[src/core/clk_check_pkg.sv]
// Constants, field layout and carrier types for the transmit clock check block.
// Assumes a 32-bit APB register bus and a single 250 MHz system clock.
//
// Summary of operation
// [RQ1] Count prescaled system clocks over every window of 32 master clock cycles.
// [RQ2] Latch the 8-bit count into bits 31-24 at each window end, hold it.
// [RQ3] Set the failure flag when the count is above the upper bound, unsigned.
// [RQ4] Set the failure flag when the count is below the lower bound, unsigned.
// [RQ5] Bit 7 enables automatic switching on a detected failure.
// [RQ6] Bits 3-0 divide the counted clock by two to the code; 9h-Fh reserved.
// [RQ7] Bits 6-4 read as zero and ignore writes; software writes zero.
// [RQ8] Failure flag clears only by writing one; it raises the transmit interrupt.
// [RQ9] The check counter clears at each window start; measured count resets to zero.
package clk_check_pkg;

    // Register byte offsets on the APB bus.
    localparam logic [11:0] OFF_CHECK_CTRL = 12'h0C8;
    localparam logic [11:0] OFF_TX_STATUS  = 12'h080;
    localparam logic [11:0] OFF_INT_MASK   = 12'h084;

    // Field positions of the check control register.
    localparam int CNT_LSB       = 24;
    localparam int UPPER_LSB     = 16;
    localparam int LOWER_LSB     = 8;
    localparam int AUTOSW_BIT    = 7;
    localparam int PRESCALE_LSB  = 0;

    // Bit of the failure flag in the status and mask registers.
    localparam int FAIL_BIT      = 2;

    // Window length in master clock cycles and the largest legal prescale code.
    localparam int          WINDOW_CYCLES = 32;
    localparam logic [3:0]  PRESCALE_MAX  = 4'h8;

    // Reset values.
    localparam logic [7:0]  RST_COUNT     = 8'h00;
    localparam logic [7:0]  RST_BOUND     = 8'h00;
    localparam logic [3:0]  RST_PRESCALE  = 4'h0;
    localparam logic [31:0] RST_WORD      = 32'h0000_0000;

    // Software-written configuration of the checker.
    typedef struct packed {
        logic [7:0] upper_bound;
        logic [7:0] lower_bound;
        logic       fail_autoswitch_enable;
        logic [3:0] check_prescale;
    } check_ctrl_type;

    // One APB request as the slave sees it.
    typedef struct packed {
        logic        psel;
        logic        penable;
        logic        pwrite;
        logic [11:0] paddr;
        logic [31:0] pwdata;
    } apb_req_type;

endpackage

[src/core/prescale_tick.sv]
// Prescaler that yields one enable pulse every 2^code system clocks.
// Assumes the code is already limited to the legal range 0 to 8.
`timescale 1ns/1ps

module prescale_tick (
    input  wire logic       i_clk,
    input  wire logic       i_rstn,
    input  wire logic [3:0] i_code,
    output logic            o_tick
);

    logic [7:0] div_ff;
    logic [7:0] nxt_div;
    logic [7:0] low_mask;
    logic [3:0] shift_amt;

    // A mask of code ones; the tick fires when those low bits are all set.
    assign shift_amt = clk_check_pkg::PRESCALE_MAX - i_code;
    assign low_mask  = 8'hFF >> shift_amt;
    assign o_tick    = ((div_ff & low_mask) == low_mask); // [RQ6]
    assign nxt_div   = div_ff + 8'h01;

    // Free-running divider; phase is not tied to the window, so a count may be off by one.
    always_ff @(posedge i_clk) begin
        if (!i_rstn) begin
            div_ff <= 8'h00;
        end else begin
            div_ff <= nxt_div;
        end
    end

endmodule

[src/core/tx_clock_failure_check.sv]
// Transmit clock failure checker with APB register access and a level interrupt.
// Assumes the master clock input is sampled as a synchronous level on i_clk and is
// much slower than i_clk, so each of its rising edges is seen as one sampled edge.
//
// Implementation choice: register access over APB.
`timescale 1ns/1ps

module tx_clock_failure_check (
    input  wire logic        i_clk,
    input  wire logic        i_rstn,
    input  wire logic        i_psel,
    input  wire logic        i_penable,
    input  wire logic        i_pwrite,
    input  wire logic [11:0] i_paddr,
    input  wire logic [31:0] i_pwdata,
    input  wire logic [3:0]  i_pstrb,
    output logic             o_pready,
    output logic [31:0]      o_prdata,
    output logic             o_pslverr,
    input  wire logic        i_tx_high_freq_master_clock,
    output logic             o_tx_interrupt,
    output logic             o_autoswitch_request
);

    clk_check_pkg::apb_req_type    req;
    clk_check_pkg::check_ctrl_type ctrl_ff;
    clk_check_pkg::check_ctrl_type nxt_ctrl;

    logic        pready_ff;
    logic [31:0] prdata_ff;
    logic        pslverr_ff;
    logic        irq_ff;
    logic        autosw_ff;

    logic        mclk_prev_ff;
    logic [4:0]  edge_cnt_ff;
    logic [4:0]  nxt_edge_cnt;
    logic [7:0]  check_cnt_ff;
    logic [7:0]  nxt_check_cnt;
    logic [7:0]  measured_count_ff;
    logic [7:0]  nxt_measured_count;
    logic        fail_flag_ff;
    logic        nxt_fail_flag;
    logic        fail_mask_ff;
    logic        nxt_fail_mask;

    logic        access;
    logic        xfer_done;
    logic        wr_done;
    logic        sel_ctrl;
    logic        sel_status;
    logic        sel_mask;
    logic        addr_hit;
    logic [31:0] rd_word;
    logic [31:0] ctrl_word;
    logic [31:0] status_word;
    logic [31:0] mask_word;
    logic [31:0] wmask;
    logic [31:0] wr_ctrl;

    logic        mclk_rise;
    logic        window_end;
    logic        tick;
    logic [3:0]  eff_prescale;
    logic [8:0]  cnt_sum;
    logic [7:0]  cnt_sat;
    logic        too_high;
    logic        too_low;
    logic        fail_event;
    logic        fail_clear;

    // Bundle the bus inputs so the decode reads as one request.
    assign req = '{psel:    i_psel,
                   penable: i_penable,
                   pwrite:  i_pwrite,
                   paddr:   i_paddr,
                   pwdata:  i_pwdata};

    // Address decode; every access gets one wait state so read data comes from a flop.
    assign access     = req.psel && req.penable && !pready_ff;
    assign xfer_done  = req.psel && req.penable && pready_ff;
    assign sel_ctrl   = (req.paddr == clk_check_pkg::OFF_CHECK_CTRL);
    assign sel_status = (req.paddr == clk_check_pkg::OFF_TX_STATUS);
    assign sel_mask   = (req.paddr == clk_check_pkg::OFF_INT_MASK);
    assign addr_hit   = sel_ctrl || sel_status || sel_mask;
    assign wr_done    = xfer_done && req.pwrite && addr_hit;

    // Byte strobes widen into a bit mask; unstrobed bytes keep their old value.
    assign wmask = {{8{i_pstrb[3]}}, {8{i_pstrb[2]}}, {8{i_pstrb[1]}}, {8{i_pstrb[0]}}};

    // Read images; bits 6-4 of the control word are constant zero. [RQ7]
    assign ctrl_word = {measured_count_ff,
                        ctrl_ff.upper_bound,
                        ctrl_ff.lower_bound,
                        ctrl_ff.fail_autoswitch_enable,
                        3'b000,
                        ctrl_ff.check_prescale};
    assign status_word = {29'h0000_0000, fail_flag_ff, 2'b00};
    assign mask_word   = {29'h0000_0000, fail_mask_ff, 2'b00};

    // Read multiplexer; an unmapped address reads as zero.
    assign rd_word = sel_ctrl   ? ctrl_word   :
                     sel_status ? status_word :
                     sel_mask   ? mask_word   : clk_check_pkg::RST_WORD;

    // Merge strobed write data into the control image before splitting it into fields.
    assign wr_ctrl = (ctrl_word & ~wmask) | (req.pwdata & wmask);

    // Control register next value; the measured count field is read-only. [RQ2] [RQ7]
    always_comb begin
        nxt_ctrl = ctrl_ff;
        if (wr_done && sel_ctrl) begin
            nxt_ctrl.upper_bound            = wr_ctrl[clk_check_pkg::UPPER_LSB +: 8];
            nxt_ctrl.lower_bound            = wr_ctrl[clk_check_pkg::LOWER_LSB +: 8];
            nxt_ctrl.fail_autoswitch_enable = wr_ctrl[clk_check_pkg::AUTOSW_BIT]; // [RQ5]
            nxt_ctrl.check_prescale         = wr_ctrl[clk_check_pkg::PRESCALE_LSB +: 4];
        end
    end

    // Mask register: one bit, same position as the flag.
    assign nxt_fail_mask = (wr_done && sel_mask && i_pstrb[0])
                         ? req.pwdata[clk_check_pkg::FAIL_BIT] : fail_mask_ff;

    // Reserved prescale codes would be meaningless, so they act as the largest divider.
    assign eff_prescale = (ctrl_ff.check_prescale > clk_check_pkg::PRESCALE_MAX)
                        ? clk_check_pkg::PRESCALE_MAX : ctrl_ff.check_prescale; // [RQ6]

    prescale_tick u_prescale (
        .i_clk  (i_clk),
        .i_rstn (i_rstn),
        .i_code (eff_prescale),
        .o_tick (tick)
    );

    // Window tracking on sampled master clock rising edges.
    assign mclk_rise    = i_tx_high_freq_master_clock && !mclk_prev_ff;
    assign window_end   = mclk_rise && (edge_cnt_ff == 5'(clk_check_pkg::WINDOW_CYCLES - 1));
    assign nxt_edge_cnt = mclk_rise ? edge_cnt_ff + 5'd1 : edge_cnt_ff; // [RQ1]

    // The count saturates at 255 so a very slow master clock still reads as too high.
    assign cnt_sum = {1'b0, check_cnt_ff} + {8'h00, tick};
    assign cnt_sat = cnt_sum[8] ? 8'hFF : cnt_sum[7:0];

    // A tick in the closing cycle still belongs to the window that ends; then restart. [RQ9]
    assign nxt_check_cnt = window_end ? clk_check_pkg::RST_COUNT : cnt_sat; // [RQ1]

    // The last complete measurement is held until the next window closes. [RQ2]
    assign nxt_measured_count = window_end ? cnt_sat : measured_count_ff;

    // Unsigned bound checks on the closing count.
    assign too_high   = (cnt_sat > ctrl_ff.upper_bound); // [RQ3]
    assign too_low    = (cnt_sat < ctrl_ff.lower_bound); // [RQ4]
    assign fail_event = window_end && (too_high || too_low);

    // Write one to clear; a failure in the same cycle keeps the flag set. [RQ8]
    assign fail_clear    = wr_done && sel_status && i_pstrb[0]
                        && req.pwdata[clk_check_pkg::FAIL_BIT];
    assign nxt_fail_flag = fail_event || (fail_flag_ff && !fail_clear); // [RQ8]

    // Bus answer registers.
    always_ff @(posedge i_clk) begin
        if (!i_rstn) begin
            pready_ff  <= 1'b0;
            prdata_ff  <= clk_check_pkg::RST_WORD;
            pslverr_ff <= 1'b0;
        end else begin
            pready_ff  <= access;
            prdata_ff  <= (access && !req.pwrite) ? rd_word : clk_check_pkg::RST_WORD;
            pslverr_ff <= access && !addr_hit;
        end
    end

    // Software-visible configuration.
    always_ff @(posedge i_clk) begin
        if (!i_rstn) begin
            ctrl_ff.upper_bound            <= clk_check_pkg::RST_BOUND;
            ctrl_ff.lower_bound            <= clk_check_pkg::RST_BOUND;
            ctrl_ff.fail_autoswitch_enable <= 1'b0;
            ctrl_ff.check_prescale         <= clk_check_pkg::RST_PRESCALE;
            fail_mask_ff                   <= 1'b0;
        end else begin
            ctrl_ff      <= nxt_ctrl;
            fail_mask_ff <= nxt_fail_mask;
        end
    end

    // Measurement state.
    always_ff @(posedge i_clk) begin
        if (!i_rstn) begin
            mclk_prev_ff      <= 1'b0;
            edge_cnt_ff       <= 5'd0;
            check_cnt_ff      <= clk_check_pkg::RST_COUNT;
            measured_count_ff <= clk_check_pkg::RST_COUNT; // [RQ9]
        end else begin
            mclk_prev_ff      <= i_tx_high_freq_master_clock;
            edge_cnt_ff       <= nxt_edge_cnt;
            check_cnt_ff      <= nxt_check_cnt;
            measured_count_ff <= nxt_measured_count;
        end
    end

    // Flag, interrupt and autoswitch request; outputs lag the flag by one cycle.
    always_ff @(posedge i_clk) begin
        if (!i_rstn) begin
            fail_flag_ff <= 1'b0;
            irq_ff       <= 1'b0;
            autosw_ff    <= 1'b0;
        end else begin
            fail_flag_ff <= nxt_fail_flag;
            irq_ff       <= fail_flag_ff && fail_mask_ff; // [RQ8]
            autosw_ff    <= fail_flag_ff && ctrl_ff.fail_autoswitch_enable; // [RQ5]
        end
    end

    assign o_pready             = pready_ff;
    assign o_prdata             = prdata_ff;
    assign o_pslverr            = pslverr_ff;
    assign o_tx_interrupt       = irq_ff;
    assign o_autoswitch_request = autosw_ff;

endmodule

[config.mk]
export PLATFORM = sky130hd
export DESIGN_NAME = tx_clock_failure_check
export DESIGN_NICKNAME = d
export VERILOG_FILES = /design/src/core/clk_check_pkg.sv /design/src/core/prescale_tick.sv /design/src/core/tx_clock_failure_check.sv
export SDC_FILE = /design/constraint.sdc
export NUM_CORES = 1
export LEC_CHECK = 0
export ABC_AREA = 1
export BUFFER_PORTS_ARGS = -buffer_cell sky130_fd_sc_hd__buf_4
export CAP_MARGIN = 20
export CORE_ASPECT_RATIO = 0.7
export CORE_MARGIN = 2
export CORE_UTILIZATION = 40
export DETAILED_ROUTE_END_ITERATION = 8
export PLACE_DENSITY_LB_ADDON = 0.2
export SETUP_SLACK_MARGIN = 0.02
export SYNTH_ARGS = -nofsm -noshare
export SYNTH_HDL_FRONTEND = slang
export SYNTH_SLANG_ARGS = --single-unit
[constraint.sdc]
create_clock -name i_clk -period 4.9 [get_ports i_clk]
set_input_delay 0 -clock i_clk [delete_from_list [all_inputs] [get_ports i_clk]]
set_output_delay 0 -clock i_clk [all_outputs]
set_load 0.005 [all_outputs]
==> summary.txt <==
=========================================================================================
Critical Path Start Type                                                         register
Root Buffer                                                                  sky130_fd_sc_hd__clkbuf_16
Maximum number of pins on one net before global-route repair                           29
H-Tree Depth                                                                            3
Synth Area per Inst                                                              8.23 µm²
Critical Path End                                                            fail_flag_ff
CTS sink count                                                                         86
Most used standard cells in the synthesized netlist                          89 x sky130_fd_sc_hd__nor2_1, 86 x sky130_fd_sc_hd__dfxtp_1, 75 x sky130_fd_sc_hd__inv_1
Syn. warnings                                                                           0
Ant. Diodes                                                                             0
CP required                                                                       5090 ps
Final #Nets                                                                           620
Number of antenna violations at the first check in global routing                       0
Post-placement setup slack                                                        1070 ps
Post-layout total power                                                         0.00164 W
R2R Setup Slk                                                                     1070 ps
Number of synthesized flops with an enable pin                                          0
Post-synthesis cell type count                                                         30
HPWL reported at the end of detailed placement                                    5440 µm
X dimension of the die                                                             118 µm
Worst relative slew slack                                                           59.7%
Row cnt                                                                                29
Overall Global Routing Usage                                                        15.8%
Proportion of register bits with asynchronous set or reset after synthesis             0%
Length in cells of the worst reg-to-reg path                                           25
Worst-case clock buffer depth                                                           2
Final GP Congestion                                                                 0.783
Worst skew pair latency                                                            340 ps
Post-Layout Inst Area                                                            4910 µm²
Fraction of final layout cells with drive strength greater than 1                   21.2%
Drc violations                                                                          0
Endpoint class of the critical path                                              register
WHS                                                                               34.8 ps
I/O pins                                                                               90
CTS tree                                                                            built
Arrival time worst endpoint                                                       4020 ps
Avg WL per Cell                                                                   11.1 µm
Chip Height                                                                       83.7 µm
Routed wire length                                                                7490 µm
Vias in the first global route                                                       2788
DRC marker count from the first detailed-route iteration                              138
Combined flip-flop and latch cell area                                           1720 µm²
Final setup viols                                                                       0
Total negative slack for setup checks                                                0 ps
Count of endpoints failing hold in the final timing report                              0
Area of the placeable core                                                       8930 µm²
Share of the clock period used by the worst path after layout                       78.1%
Slew Limit Fails                                                                        0
Seq cells post-synth                                                                   86
Maximum Capacitance Violations                                                          0
Static leakage                                                                    2.21 nW
CP max FO                                                                               3
Library cell with the largest summed area after synthesis                    sky130_fd_sc_hd__dfxtp_1
Largest cells by area after synthesis                                        sky130_fd_sc_hd__dfxtp_1 47%, sky130_fd_sc_hd__nor2_1 9.2%, sky130_fd_sc_hd__ha_1 7.9%
Count of buffers from port buffering                                                   74
Multi-input logic area                                                           1560 µm²
Number of nets still failing antenna checks after routing                               0
Area of the die                                                                  9860 µm²
Maximum vdd ir drop                                                            0.000275 V
Final setup margin                                                                1070 ps
Overall via count from detail_route                                                  3058
Unrepaired setup endpoints after global routing                                     false
Netlist area before placement                                                    3630 µm²
Top cell type's share of synthesized area                                           47.4%
Layout-stage area growth over the synthesis result                                  35.3%
First-pass GRT wire length                                                       12500 µm
Register clock-pin slew on the reported worst setup and hold paths                  60 ps
Library cell with the highest instance count after synthesis                 sky130_fd_sc_hd__nor2_1
Reg-to-reg endpoint                                                          fail_flag_ff
Most used flip-flop cell after synthesis                                     sky130_fd_sc_hd__dfxtp_1
Layout filler cell count                                                              846
Proportion of synthesized chip area in sequential cells                             47.4%
Transition time of the tightest slew-check pin                                     603 ps
Worst hold-check path type                                                      in -> reg
Setup skew after layout                                                           7.53 ps
Number of detailed-route iterations in the first pass                                   4
Global route total overflow                                                             0
CTS Buf Count                                                                           9
Initial standard-cell utilization of the core                                       40.7%
Worst setup path category                                                      reg -> reg
Instance count of the mapped netlist                                                  441
Average via count per standard cell                                                  4.55
Pwr/cell area                                                                  334 nW/µm²
Result of the run                                                            complete, no violations
Final period demand of the worst path                                             3830 ps
Fmax                                                                            0.261 GHz
Post-Place Cell Area                                                             4280 µm²
=========================================================================================
[cells in the final DEF, fill, tap and decap left out, types with 3 or more instances in the layout]
master,count
sky130_fd_sc_hd__ha_1,23
sky130_fd_sc_hd__nor2_1,89
sky130_fd_sc_hd__nand2_1,53
sky130_fd_sc_hd__nor3_1,9
sky130_fd_sc_hd__conb_1,3
sky130_fd_sc_hd__a21oi_1,20
sky130_fd_sc_hd__dfxtp_1,86
sky130_fd_sc_hd__inv_1,75
sky130_fd_sc_hd__bufinv_16,4
sky130_fd_sc_hd__o22ai_1,8
sky130_fd_sc_hd__nand3_1,14
sky130_fd_sc_hd__dlygate4sd3_1,26
sky130_fd_sc_hd__o21ai_0,11
sky130_fd_sc_hd__o211ai_1,3
sky130_fd_sc_hd__a211oi_1,5
sky130_fd_sc_hd__buf_4,75
sky130_fd_sc_hd__a211oi_2,16
sky130_fd_sc_hd__clkbuf_16,9
[per-stage QoR]
stage | utilization, % | instances
2_1_floorplan | - | 443
3_3_place_gp | 48.0 | 630
3_5_place_dp | 48.0 | 630
4_1_cts | 55.0 | 672
5_1_grt | 55.0 | 672
6_report | 55.0 | 672
[critical path, cell delays in order, from the launching register on]
cell	delay [ps]
sky130_fd_sc_hd__dfxtp_1	330
sky130_fd_sc_hd__inv_1	70
sky130_fd_sc_hd__nor2_1	130
sky130_fd_sc_hd__inv_1	80
sky130_fd_sc_hd__ha_1	300
sky130_fd_sc_hd__o22ai_1	80
sky130_fd_sc_hd__o41ai_1	250
sky130_fd_sc_hd__o2111ai_1	180
sky130_fd_sc_hd__nand2_1	120
sky130_fd_sc_hd__ha_1	200
sky130_fd_sc_hd__ha_1	170
sky130_fd_sc_hd__nand2_1	70
sky130_fd_sc_hd__nor2_1	180
sky130_fd_sc_hd__nand3_1	120
sky130_fd_sc_hd__nand2_1	80
sky130_fd_sc_hd__nand2_1	50
sky130_fd_sc_hd__nor2_1	160
sky130_fd_sc_hd__inv_1	110
sky130_fd_sc_hd__ha_1	290
sky130_fd_sc_hd__nand2_1	60
sky130_fd_sc_hd__nor2_1	140
sky130_fd_sc_hd__nand3_1	80
sky130_fd_sc_hd__o21ai_0	220
sky130_fd_sc_hd__nand2_1	90
sky130_fd_sc_hd__nand2_1	80
sky130_fd_sc_hd__a21oi_1	60
[layer usage]
layer	vias up	part of all wire, %	GRT usage (%)
met2	92	45	25.3
met3	8	6.5	5.12
met5	-	0	0
met1	1356	47	19.9
li1	1602	-	-
met4	0	1.6	6.24
[logic make-up after synthesis]
family                   count (synthesis)  share of synthesized area (%)
AND/OR/NAND/NOR                        177                           20.9
adder cells (fa/ha/maj)                 23                           7.93
flip-flops                              86                           47.4
other                                    1                          0.103
AO/OA/AOI/OAI                           65                           13.3
XOR/XNOR                                 2                          0.483
buffers and inverters                   87                           9.82
[where the power goes]
group / total, W / leakage (nW) / internal [W] / switching (W)
Clock: 0.000826 / 0.179 / 0.000562 / 0.000264
Sequential: 0.000713 / 0.695 / 0.000707 / 0.00000616
Combinational: 0.000104 / 1.34 / 0.0000558 / 0.0000480
[repair_timing]
item / in CTS / in global routing
hold buffers: 26 / 0
buffers inserted: 0 / 0
resized for setup: 0 / 0
endpoints found under the hold margin: 29 / 0
setup endpoints to repair: 0 / 0
[how the worst min path moves through the flow]
| stage | from | to | depth (start not counted) |
|---|---|---|---|
| 2_1_floorplan | i_tx_high_freq_master_clock | mclk_prev_ff | 2 |
| 3_3_place_gp | i_tx_high_freq_master_clock | mclk_prev_ff | 3 |
| 3_5_place_dp | i_tx_high_freq_master_clock | mclk_prev_ff | 3 |
| 4_1_cts | i_penable | o_pready | 5 |
| 5_1_grt | i_penable | o_pready | 5 |
| 6_report | i_penable | o_pready | 5 |
[final cells by class]
| class | count | area share, % |
|---|---|---|
| inverters | 75 | 5.73 |
| repair buffers | 101 | 16.8 |
| well taps | 124 | 3.16 |
| clock inverters | 6 | 2.70 |
| multi-input cells | 270 | 31.7 |
| clock buffers | 10 | 4.86 |
| flip-flops and latches | 86 | 35.0 |
Note: power is estimated with default switching activity, not from simulation.
